### src/rtl/sar_adc_pkg.sv
package sar_adc_pkg;
	localparam int CODE_W       = 10;
	localparam int RESULT_W     = 16;
	localparam int RESULT_SHIFT = 6;
	localparam int UPPER_W      = 8;
	localparam int CHAN_W       = 3;
	localparam int PIN_W        = 4;
	localparam int TIME_W       = 5;
	localparam int STEP_W       = 8;
	localparam int ADDR_W       = 8;
	localparam int DATA_W       = 32;

	localparam logic [ADDR_W-1:0] MODE_OFS   = 8'h00;
	localparam logic [ADDR_W-1:0] CHAN_OFS   = 8'h04;
	localparam logic [ADDR_W-1:0] PIN_OFS    = 8'h08;
	localparam logic [ADDR_W-1:0] RESULT_OFS = 8'h0C;
	localparam logic [ADDR_W-1:0] UPPER_OFS  = 8'h10;
	localparam logic [ADDR_W-1:0] FLAG_OFS   = 8'h14;
	localparam logic [ADDR_W-1:0] PORT2_OFS  = 8'h18;
	localparam logic [ADDR_W-1:0] STATUS_OFS = 8'h1C;

	localparam int MODE_START_BIT  = 7;
	localparam int MODE_TIME_MSB   = 5;
	localparam int MODE_TIME_LSB   = 1;
	localparam int MODE_ENABLE_BIT = 0;
	localparam int FLAG_IRQ_BIT    = 0;
	localparam int STAT_BUSY_BIT   = 0;
	localparam int STAT_SETTLE_BIT = 1;
	localparam int STAT_SUSPECT_BIT = 2;

	localparam logic [7:0]          MODE_WR_MASK = 8'hBF;
	localparam logic [7:0]          MODE_RST     = 8'h00;
	localparam logic [CHAN_W-1:0]   CHAN_RST     = 3'h0;
	localparam logic [PIN_W-1:0]    PIN_RST      = 4'h0;
	localparam logic [7:0]          PORT2_RST    = 8'hFF;
	localparam logic [RESULT_W-1:0] RESULT_RST   = 16'h0000;
	localparam logic [UPPER_W-1:0]  UPPER_RST    = 8'h00;
	localparam logic [DATA_W-1:0]   UNMAPPED_RD  = 32'h0000_0000;

	localparam logic [STEP_W-1:0] STEP_MIN = 8'h04;
	localparam logic [CODE_W-1:0] CODE_ONE = 10'h001;
	localparam logic [3:0]        TOP_IDX  = 4'h9;

	localparam int CLK_PERIOD_NS = 4;
	localparam int SETTLE_NS     = 1000;
	localparam int SETTLE_CYCLES = (SETTLE_NS + CLK_PERIOD_NS - 1) / CLK_PERIOD_NS;
	localparam int SETTLE_W      = 9;

	typedef enum logic [1:0] {
		SEQ_IDLE    = 2'b00,
		SEQ_SAMPLE  = 2'b01,
		SEQ_COMPARE = 2'b10
	} seq_state_type;
endpackage

### src/rtl/sar_step_if.sv
interface sar_step_if;
	import sar_adc_pkg::*;
	logic              run;
	logic              restart;
	logic [STEP_W-1:0] step_len;
	logic              cmp_bit;
	logic [CODE_W-1:0] tap_code;
	logic              sampling;
	logic              busy;
	logic              done;
	logic [CODE_W-1:0] code;
	modport ctrl (output run, restart, step_len, cmp_bit,
		input tap_code, sampling, busy, done, code);
	modport seq (input run, restart, step_len, cmp_bit,
		output tap_code, sampling, busy, done, code);
endinterface

### src/rtl/sar_step_sequencer.sv
module sar_step_sequencer (
	input wire logic core_clk_in,
	input wire logic rst_n_in,
	sar_step_if.seq  step
);
	import sar_adc_pkg::*;

	seq_state_type     state;
	logic [STEP_W-1:0] timer;
	logic [3:0]        bit_idx;
	logic [CODE_W-1:0] approximation_shift_reg;
	logic              step_end;
	logic              last_step;

	assign step_end  = (state != SEQ_IDLE) && (timer == 8'h00);
	assign last_step = step_end && (state == SEQ_COMPARE) && (bit_idx == 4'h0);

	always_ff @(posedge core_clk_in or negedge rst_n_in) begin
		if (!rst_n_in) begin
			state <= SEQ_IDLE;
		end else if (!step.run) begin
			state <= SEQ_IDLE; // RULE7
		end else if (step.restart) begin
			state <= SEQ_SAMPLE; // RULE6
		end else begin
			case (state)
				SEQ_IDLE:    state <= SEQ_SAMPLE; // RULE3
				SEQ_SAMPLE:  if (step_end) state <= SEQ_COMPARE;
				SEQ_COMPARE: if (last_step) state <= SEQ_SAMPLE; // RULE5
				default:     state <= SEQ_IDLE;
			endcase
		end
	end

	// each phase lasts step_len cycles
	always_ff @(posedge core_clk_in or negedge rst_n_in) begin
		if (!rst_n_in) begin
			timer <= 8'h00;
		end else if (!step.run || step.restart || state == SEQ_IDLE || step_end) begin
			timer <= step.step_len - 8'h01; // RULE21
		end else begin
			timer <= timer - 8'h01;
		end
	end

	always_ff @(posedge core_clk_in or negedge rst_n_in) begin
		if (!rst_n_in) begin
			bit_idx <= TOP_IDX;
		end else if (state != SEQ_COMPARE || step.restart) begin
			bit_idx <= TOP_IDX;
		end else if (step_end && bit_idx != 4'h0) begin
			bit_idx <= bit_idx - 4'h1; // RULE17
		end
	end

	always_ff @(posedge core_clk_in or negedge rst_n_in) begin
		if (!rst_n_in) begin
			approximation_shift_reg <= '0;
		end else if (state != SEQ_COMPARE || step.restart) begin
			approximation_shift_reg <= '0;
		end else if (step_end) begin
			approximation_shift_reg[bit_idx] <= step.cmp_bit; // RULE17
		end
	end

	always_ff @(posedge core_clk_in or negedge rst_n_in) begin
		if (!rst_n_in) begin
			step.done <= 1'b0;
			step.code <= '0;
		end else begin
			step.done <= last_step && step.run && !step.restart;
			if (last_step) begin
				step.code <= {approximation_shift_reg[CODE_W-1:1], step.cmp_bit};
			end
		end
	end

	// trial bit raised on top of the bits already resolved
	assign step.tap_code = (state == SEQ_COMPARE) ?
		(approximation_shift_reg | (CODE_ONE << bit_idx)) : approximation_shift_reg;
	assign step.sampling = (state == SEQ_SAMPLE);
	assign step.busy     = (state != SEQ_IDLE);
endmodule

### src/rtl/sar_adc_select_mode_control.sv
// How it works
// (RULE1) result word holds the 10-bit code times 64, left-justified.
// (RULE2) only the one channel named by the channel register is converted.
// (RULE3) setting start bit 7 of the mode register begins conversion.
// (RULE4) each finished conversion stores the result and raises the end event.
// (RULE5) while start stays set, the next conversion follows at once.
// (RULE6) writing the channel register mid-conversion restarts from the beginning.
// (RULE7) clearing start stops at once and keeps the previous result.
// (RULE8) channel number is bits 2 down to 0 of the channel register.
// (RULE9) conversion time is mode bits 5 down to 1.
// (RULE10) software enables the comparator at least 1 us before starting.
// (RULE11) software discards the first result if started without the comparator.
// (RULE12) channel change to next end event takes the programmed time plus one clock.
// (RULE13) a result read coinciding with an update wins; update follows.
// (RULE14) a config write coinciding with an update drops result and event.
// (RULE15) software sets used pins analog and their port bits to input.
// (RULE16) software clears the event flag before resuming from standby.
// (RULE17) code is resolved one bit per step, bit 9 down to bit 0.
// (RULE18) an 8-bit upper copy of the result updates together with it.
// (RULE19) reset clears the result word and the upper byte to zero.
// (RULE20) with the comparator off, comparisons are invalid but sequencing continues.
// (RULE21) sampling and ten steps are paced from the clock by the time setting.
module sar_adc_select_mode_control (
	input  wire logic                             core_clk_in,
	input  wire logic                             rst_n_in,
	input  wire logic [sar_adc_pkg::ADDR_W-1:0]   avs_address_in,
	input  wire logic                             avs_read_in,
	input  wire logic                             avs_write_in,
	input  wire logic [sar_adc_pkg::DATA_W-1:0]   avs_writedata_in,
	input  wire logic [3:0]                       avs_byteenable_in,
	output logic      [sar_adc_pkg::DATA_W-1:0]   avs_readdata_out,
	output logic                                  avs_waitrequest_out,
	input  wire logic                             comparator_in,
	output logic      [sar_adc_pkg::CODE_W-1:0]   tap_code_out,
	output logic                                  sample_hold_out,
	output logic      [sar_adc_pkg::CHAN_W-1:0]   channel_number_out,
	output logic                                  comparator_power_out,
	output logic      [sar_adc_pkg::PIN_W-1:0]    analog_pin_count_out,
	output logic      [7:0]                       port2_direction_bits_out,
	output logic                                  conversion_end_irq_out,
	output logic                                  conversion_irq_flag_out
);
	import sar_adc_pkg::*;

	sar_step_if step ();

	logic                ack;
	logic                req;
	logic                wr_take;
	logic                rd_cap;
	logic                mode_wr;
	logic                chan_wr;
	logic                pin_wr;
	logic                flag_wr;
	logic                port2_wr;
	logic                cfg_wr;
	logic                rd_result;
	logic [7:0]          converter_mode_reg;
	logic [CHAN_W-1:0]   channel_select_reg;
	logic [PIN_W-1:0]    analog_pin_config_reg;
	logic [7:0]          port2_direction_reg;
	logic [RESULT_W-1:0] result_word_16;
	logic [UPPER_W-1:0]  result_upper_byte;
	logic                conversion_irq_flag;
	logic                next_start;
	logic                cmp_meta;
	logic                cmp_sync;
	logic                cmp_valid;
	logic                suspect;
	logic                pend;
	logic [CODE_W-1:0]   pend_code;
	logic                store;
	logic [CODE_W-1:0]   store_code;
	logic                accept_done;
	logic [SETTLE_W-1:0] settle_cnt;
	logic                settled;
	logic [TIME_W-1:0]   conv_time;
	logic [TIME_W-1:0]   next_time;
	logic [DATA_W-1:0]   next_readdata;

	// bus handshake: one wait cycle per access
	assign req                 = avs_read_in | avs_write_in;
	assign avs_waitrequest_out = req & ~ack;
	assign rd_cap              = avs_read_in & ~ack;
	assign wr_take             = avs_write_in & ack & avs_byteenable_in[0];

	always_ff @(posedge core_clk_in or negedge rst_n_in) begin
		if (!rst_n_in) begin
			ack <= 1'b0;
		end else begin
			ack <= req & ~ack;
		end
	end

	assign mode_wr  = wr_take && (avs_address_in == MODE_OFS);
	assign chan_wr  = wr_take && (avs_address_in == CHAN_OFS);
	assign pin_wr   = wr_take && (avs_address_in == PIN_OFS);
	assign flag_wr  = wr_take && (avs_address_in == FLAG_OFS);
	assign port2_wr = wr_take && (avs_address_in == PORT2_OFS);
	assign cfg_wr   = mode_wr | chan_wr | pin_wr;
	assign rd_result = rd_cap &&
		((avs_address_in == RESULT_OFS) || (avs_address_in == UPPER_OFS));

	// mode register
	always_ff @(posedge core_clk_in or negedge rst_n_in) begin
		if (!rst_n_in) begin
			converter_mode_reg <= MODE_RST;
		end else if (mode_wr) begin
			converter_mode_reg <= avs_writedata_in[7:0] & MODE_WR_MASK; // RULE3
		end
	end

	assign conv_time = converter_mode_reg[MODE_TIME_MSB:MODE_TIME_LSB]; // RULE9
	// new time applies from the start edge itself
	assign next_time = mode_wr ? avs_writedata_in[MODE_TIME_MSB:MODE_TIME_LSB] :
		conv_time; // RULE9
	assign next_start = mode_wr ? avs_writedata_in[MODE_START_BIT] :
		converter_mode_reg[MODE_START_BIT];

	// channel register
	always_ff @(posedge core_clk_in or negedge rst_n_in) begin
		if (!rst_n_in) begin
			channel_select_reg <= CHAN_RST;
		end else if (chan_wr) begin
			channel_select_reg <= avs_writedata_in[CHAN_W-1:0]; // RULE8
		end
	end

	// pin configuration and port direction
	always_ff @(posedge core_clk_in or negedge rst_n_in) begin
		if (!rst_n_in) begin
			analog_pin_config_reg <= PIN_RST;
		end else if (pin_wr) begin
			analog_pin_config_reg <= avs_writedata_in[PIN_W-1:0];
		end
	end

	always_ff @(posedge core_clk_in or negedge rst_n_in) begin
		if (!rst_n_in) begin
			port2_direction_reg <= PORT2_RST;
		end else if (port2_wr) begin
			port2_direction_reg <= avs_writedata_in[7:0];
		end
	end

	// comparator pin synchroniser
	always_ff @(posedge core_clk_in or negedge rst_n_in) begin
		if (!rst_n_in) begin
			cmp_meta <= 1'b0;
			cmp_sync <= 1'b0;
		end else begin
			cmp_meta <= comparator_in;
			cmp_sync <= cmp_meta;
		end
	end

	// comparator validity caught while sampling
	always_ff @(posedge core_clk_in or negedge rst_n_in) begin
		if (!rst_n_in) begin
			cmp_valid <= 1'b0;
		end else if (step.sampling) begin
			cmp_valid <= converter_mode_reg[MODE_ENABLE_BIT]; // RULE20
		end
	end

	// settle time after comparator enable
	always_ff @(posedge core_clk_in or negedge rst_n_in) begin
		if (!rst_n_in) begin
			settle_cnt <= '0;
		end else if (!converter_mode_reg[MODE_ENABLE_BIT]) begin
			settle_cnt <= '0;
		end else if (!settled) begin
			settle_cnt <= settle_cnt + 9'h001; // RULE10
		end
	end

	assign settled = (settle_cnt >= SETTLE_W'(SETTLE_CYCLES));

	// sequencer connection
	assign step.run      = next_start; // RULE7
	assign step.restart  = chan_wr; // RULE6
	assign step.step_len = STEP_MIN + {3'h0, next_time}; // RULE21
	assign step.cmp_bit  = cmp_sync & cmp_valid; // RULE20

	sar_step_sequencer sequencer (
		.core_clk_in (core_clk_in),
		.rst_n_in    (rst_n_in),
		.step        (step)
	);

	// result update with read and write priority
	assign accept_done = step.done && !cfg_wr; // RULE14
	assign store       = (accept_done && !rd_result) || pend;
	assign store_code  = pend ? pend_code : step.code;

	always_ff @(posedge core_clk_in or negedge rst_n_in) begin
		if (!rst_n_in) begin
			pend      <= 1'b0;
			pend_code <= '0;
		end else begin
			pend <= accept_done && rd_result; // RULE13
			if (accept_done) begin
				pend_code <= step.code;
			end
		end
	end

	always_ff @(posedge core_clk_in or negedge rst_n_in) begin
		if (!rst_n_in) begin
			result_word_16    <= RESULT_RST; // RULE19
			result_upper_byte <= UPPER_RST; // RULE19
		end else if (store) begin
			result_word_16    <= {store_code, 6'h00}; // RULE1
			result_upper_byte <= store_code[CODE_W-1:CODE_W-UPPER_W]; // RULE18
		end
	end

	always_ff @(posedge core_clk_in or negedge rst_n_in) begin
		if (!rst_n_in) begin
			suspect <= 1'b0;
		end else if (accept_done) begin
			suspect <= !cmp_valid; // RULE11
		end
	end

	// end event pulse and sticky flag, set wins over clear
	always_ff @(posedge core_clk_in or negedge rst_n_in) begin
		if (!rst_n_in) begin
			conversion_end_irq_out <= 1'b0;
		end else begin
			conversion_end_irq_out <= accept_done; // RULE4
		end
	end

	always_ff @(posedge core_clk_in or negedge rst_n_in) begin
		if (!rst_n_in) begin
			conversion_irq_flag <= 1'b0;
		end else if (accept_done) begin
			conversion_irq_flag <= 1'b1; // RULE4
		end else if (flag_wr && !avs_writedata_in[FLAG_IRQ_BIT]) begin
			conversion_irq_flag <= 1'b0; // RULE16
		end
	end

	// read data mux
	always_comb begin
		next_readdata = UNMAPPED_RD;
		case (avs_address_in)
			MODE_OFS:   next_readdata = {24'h000000, converter_mode_reg};
			CHAN_OFS:   next_readdata = {29'h00000000, channel_select_reg};
			PIN_OFS:    next_readdata = {28'h0000000, analog_pin_config_reg};
			RESULT_OFS: next_readdata = {16'h0000, result_word_16};
			UPPER_OFS:  next_readdata = {24'h000000, result_upper_byte};
			FLAG_OFS:   next_readdata = {31'h00000000, conversion_irq_flag};
			PORT2_OFS:  next_readdata = {24'h000000, port2_direction_reg};
			STATUS_OFS: next_readdata = {29'h00000000, suspect, settled, step.busy};
			default:    next_readdata = UNMAPPED_RD;
		endcase
	end

	always_ff @(posedge core_clk_in or negedge rst_n_in) begin
		if (!rst_n_in) begin
			avs_readdata_out <= UNMAPPED_RD;
		end else if (rd_cap) begin
			avs_readdata_out <= next_readdata; // RULE13
		end
	end

	// analog side outputs
	always_ff @(posedge core_clk_in or negedge rst_n_in) begin
		if (!rst_n_in) begin
			tap_code_out    <= '0;
			sample_hold_out <= 1'b0;
		end else begin
			tap_code_out    <= step.tap_code;
			sample_hold_out <= step.sampling;
		end
	end

	assign channel_number_out       = channel_select_reg; // RULE2
	assign comparator_power_out     = converter_mode_reg[MODE_ENABLE_BIT];
	assign analog_pin_count_out     = analog_pin_config_reg;
	assign port2_direction_bits_out = port2_direction_reg;
	assign conversion_irq_flag_out  = conversion_irq_flag;
endmodule

### config.mk
export PLATFORM = sky130hd
export DESIGN_NAME = sar_adc_select_mode_control
export DESIGN_NICKNAME = d
export VERILOG_FILES = /design/src/rtl/sar_adc_pkg.sv /design/src/rtl/sar_step_if.sv /design/src/rtl/sar_step_sequencer.sv /design/src/rtl/sar_adc_select_mode_control.sv
export SDC_FILE = /design/constraint.sdc
export NUM_CORES = 1
export LEC_CHECK = 0
export BUFFER_PORTS_ARGS = -buffer_cell sky130_fd_sc_hd__buf_2
export CORE_AREA = 5 5 93 160
export DETAILED_ROUTE_END_ITERATION = 16
export DIE_AREA = 0 0 98 165
export MAX_ROUTING_LAYER = met4
export PLACE_DENSITY = 0.66
export SLEW_MARGIN = 10
export SYNTH_ARGS = -nofsm -noshare
export SYNTH_HDL_FRONTEND = slang
export SYNTH_HIERARCHICAL = 1
export SYNTH_SLANG_ARGS = --single-unit
### constraint.sdc
create_clock -name core_clk_in -period 4.8 [get_ports core_clk_in]
set_input_delay 0.72 -clock core_clk_in [delete_from_list [all_inputs] [get_ports core_clk_in]]
set_output_delay 0.72 -clock core_clk_in [all_outputs]
set_load 0.02 [all_outputs]
==> metrics.md <==
| Metric | Value |
|---|---|
| Final setup vio count | 0 |
| Post-Synth XOR/XNOR Area | 2.39% |
| Slowest cell on the critical path | nor2_2 |
| Register share of total power | 40.4% |
| I/O Buffers | 67 |
| Die X | 98 um |
| Residual DRC | 0 |
| Biggest register | avs_readdata_out |
| Via count | between 4000 and 5000 |
| Synth warnings | 6 |
| Core area | roughly 13000 um2 |
| Initial core utilization | a little over two fifths |
| Clk Latency, worst-skew pair | a little over 0.4 ns |
| Synth Area in Simple Gates | 16.3% |
| Hold crit path type | flop to flop |
| Die area | approximately 16000 um2 |
| Seq/Total Area, Yosys | 51.9% |
| Slew margin rel. | between 40% and 50% |
| Hold buffer count at CTS | 0 |
| Final net count | approximately 660 |
| Worst-path fanout max | 10 |
| Top-area cell type share of the netlist area | a little under half |
| Register bit total from synthesis | about 120 |
| Post-synthesis area per instance | around 11 um2 |
| Area Growth Syn to Fin | 18.7% |
| Min Tclk post-route | 3.71 ns |
| Met1 usage | between 10% and 20% |
| Synthesized cell area | 5860 um2 |
| Worst path max stage delay | around 0.45 ns |
| Initial antenna violation count | 0 |
| Resized cells post-CTS | 0 |
| Met3 Use GR | a little under 5% |
| FFs w/ async S/R, synth | between 90% and 100% |
| Clock Power Share | 55.7% |
| Peak VDD IR | 0.186 mV |
| Clock sinks | between 100 and 150 |
| Area leader, netlist | dfrtp_1 |
| EDFF count, synth | 0 |
| Startpoint types | input port |
| Gp weighted congestion | slightly below 0.9 |
| Top cells by count, synth | dfrtp_1, nand2_1, nor2_1, mux2_2, a21oi_1 |
| Most frequent cell after synthesis | dfrtp_1 |
| Power Internal | roughly 2.0 mW |
| Post-DR vias/cell | between 5 and 6 |
| CP required | a little over 5 ns |
| Fillcell total | between 1000 and 1500 |
| Reg clk slew, reported paths | roughly 0.060 ns |
| Setup Buffers After CTS | 0 |
| GR peak layer | met2 |
| Switching pwr | between 0.5 and 0.6 mW |
| Vias in the first global route | between 4000 and 5000 |
| First-pass GRT wire length | 22.2 mm |
| Total grt overflow | 0 |
| Power Dens Cells | roughly 370 nW/um2 |
| Initial DRT Pass Iterations | 4 |
| Count of final max-slew check failures | 0 |
| Synth Area in Compound Gates | about an eighth |
| Main combinational cell family by area after synthesis | simple AND/OR/NAND/NOR gates |
| Largest net degree at the start of global routing | 59 |
| Sw Share | between 20% and 30% |
| TritonCTS Buffers | 17 |
| Synth Area in Adders | 1.92% |
| Worst hold margin | around 0.35 ns |
| ANT cells | 0 |
| Final wirelength | roughly 13 mm |
| CTS tree | done |
| Largest cells by area after synthesis | dfrtp_1, mux2_2, dfstp_2 |
| First DRT Iteration DRCs | between 100 and 150 |
| Max Freq | 270 MHz |
| Final setup margin | 1.09 ns |
| Post-detail-place hpwl | between 9 and 10 mm |
| Root Buffer | clkbuf_16 |
| Unrepaired setup endpoints after global routing | false |
| Final std cell area, no fill | a little under 7000 um2 |
| Clock skew | approximately 0.008 ns |
| Crit path capture type | flop |
| Multiplexer fraction of the synthesized cell area | between 10 and 15% |
| Die H | between 150 and 200 um |
| Worst endpoint data arrival time | approximately 4.0 ns |
| Share of total power in combinational logic | 3.9% |
| Max-Cap Viols | 0 |
| Clock buffer depth | 2 |
| Setup tns final | 0 ns |
| Routed Antenna Nets | 0 |
| Status | completed |
| Wire length per cell | 17.0 um |
| Grt met2 use | between 20 and 30% |
| Final Cycle Share | between 70 and 80% |
| I/O pin total | ~110 |
| Most used DFF post-synth | dfrtp_1 |
| Post-synthesis cell count | approximately 530 |
| Hold Vio Cnt, Final | 0 |
| Leakage Power | around 3.5 nW |
| Area after DPL | 6290 um2 |
| Cell variety after synth | between 60 and 70 |
| Share of cells above drive strength 1 | 28.0% |
| Worst-path cell chain | buf_2 > nor3_2 > nand4b_2 > mux2_2 > nand2b_1 > nand2b_1 > nor2_2 > mux2i_1 > ha_1 > nand2_1 > nor3_1 > xnor2_1 > mux2i_1 |
| Largest register FFs | 16 |
| H-tree Lvls | 4 |
| Row cnt | 56 |
| CP Class | input port to flop |
| Worst Tran Pin Value | 0.899 ns |
| Total track usage | between 10% and 20% |
| Pre-CTS setup slack | between 0.6 and 0.7 ns |
==> power groups by stage <==
stage	Sequential (mW)	Combinational, mW	Clock (mW)
after floorplan	1.06	0.0627	0
after global placement	1.05	0.100	0
after detailed placement	1.05	0.103	0
after CTS	1.04	0.103	1.45
after global routing	1.04	0.113	1.50
final	1.04	0.101	1.43
==> final cells by class <==
| cell class | instances | area, um2 | area share (%) |
|---|---|---|---|
| Sequential cell | 121 | 3040 | 43.7 |
| Multi-Input combinational cell | 374 | 2620 | 37.7 |
| Clock buffer | 19 | 453 | 6.51 |
| Inverter | 12 | 45.0 | 0.647 |
| Tap cell | 174 | 218 | 3.13 |
| Timing Repair Buffer | 71 | 368 | 5.28 |
| Clock inverter | 13 | 213 | 3.06 |
==> cell families (layout without fill, tap and decap cells) <==
group,after synthesis,after routing
and+or+nand+nor,175,175
DFF,121,121
AOI/OAI and AO/OA,100,100
muxes,55,55
buffers and inverters,50,115
xor gates and xnor gates,16,16
adders and majority gates,9,9
other,1,19
==> through the flow <==
stage	utilization, %	cells	power (mW)
floorplan	-	545	1.12
finish	52.0	784	2.57
CTS	52.0	784	2.59
global route	52.0	784	2.65
global placement	47.0	752	1.15
detailed placement	47.0	752	1.16
==> layer usage <==
layer	share of wire [%]	wire length (um)
met3	4.4	594
met5	0	0
met2	51	6840
met1	39	5190
met4	5.5	739
==> worst max-delay path, delay by kind of cell <==
kind	cells	cell delay (ns)
XOR/XNOR	1	0.15
AND/OR/NAND/NOR	7	1.98
multiplexers	3	0.76
adder cells (fa/ha/maj)	1	0.25
buffers and inverters	1	0.11
==> final timing paths <==
| kind | from | cells past startpoint | slack (ns) | endpoint |
|---|---|---|---|---|
| setup / recovery | avs_address_in[5] | 13 | 1.09 | sequencer/timer[6] |
| hold / removal | cmp_meta | 0 | 0.35 | cmp_sync |
| setup reg to reg | ack | 12 | 1.39 | sequencer/timer[6] |
| hold reg to reg | cmp_meta | 0 | 0.35 | cmp_sync |
| max in group asynchronous | rst_n_in | 2 | 3.45 | sequencer/approximation_shift_reg[5] |
| min in group asynchronous | rst_n_in | 1 | 0.37 | avs_readdata_out[5] |
==> placed cells by master, fill, tap and decap left out, drive strengths merged, types with 6 or more instances in the layout <==
| cell type | count |
|---|---|
| nand2 | 63 |
| mux2i | 16 |
| ha | 9 |
| nand3 | 16 |
| buf | 71 |
| clkbuf | 19 |
| xnor2 | 12 |
| dfrtp | 111 |
| a31oi | 13 |
| a21oi | 21 |
| mux2 | 37 |
| a21o | 6 |
| dfstp | 10 |
| inv | 16 |
| o21ai | 20 |
| nor2b | 17 |
| nor2 | 34 |
| nor3 | 8 |
| conb | 19 |
| a22o | 8 |
No activity file was read; power rests on OpenSTA's default activity.
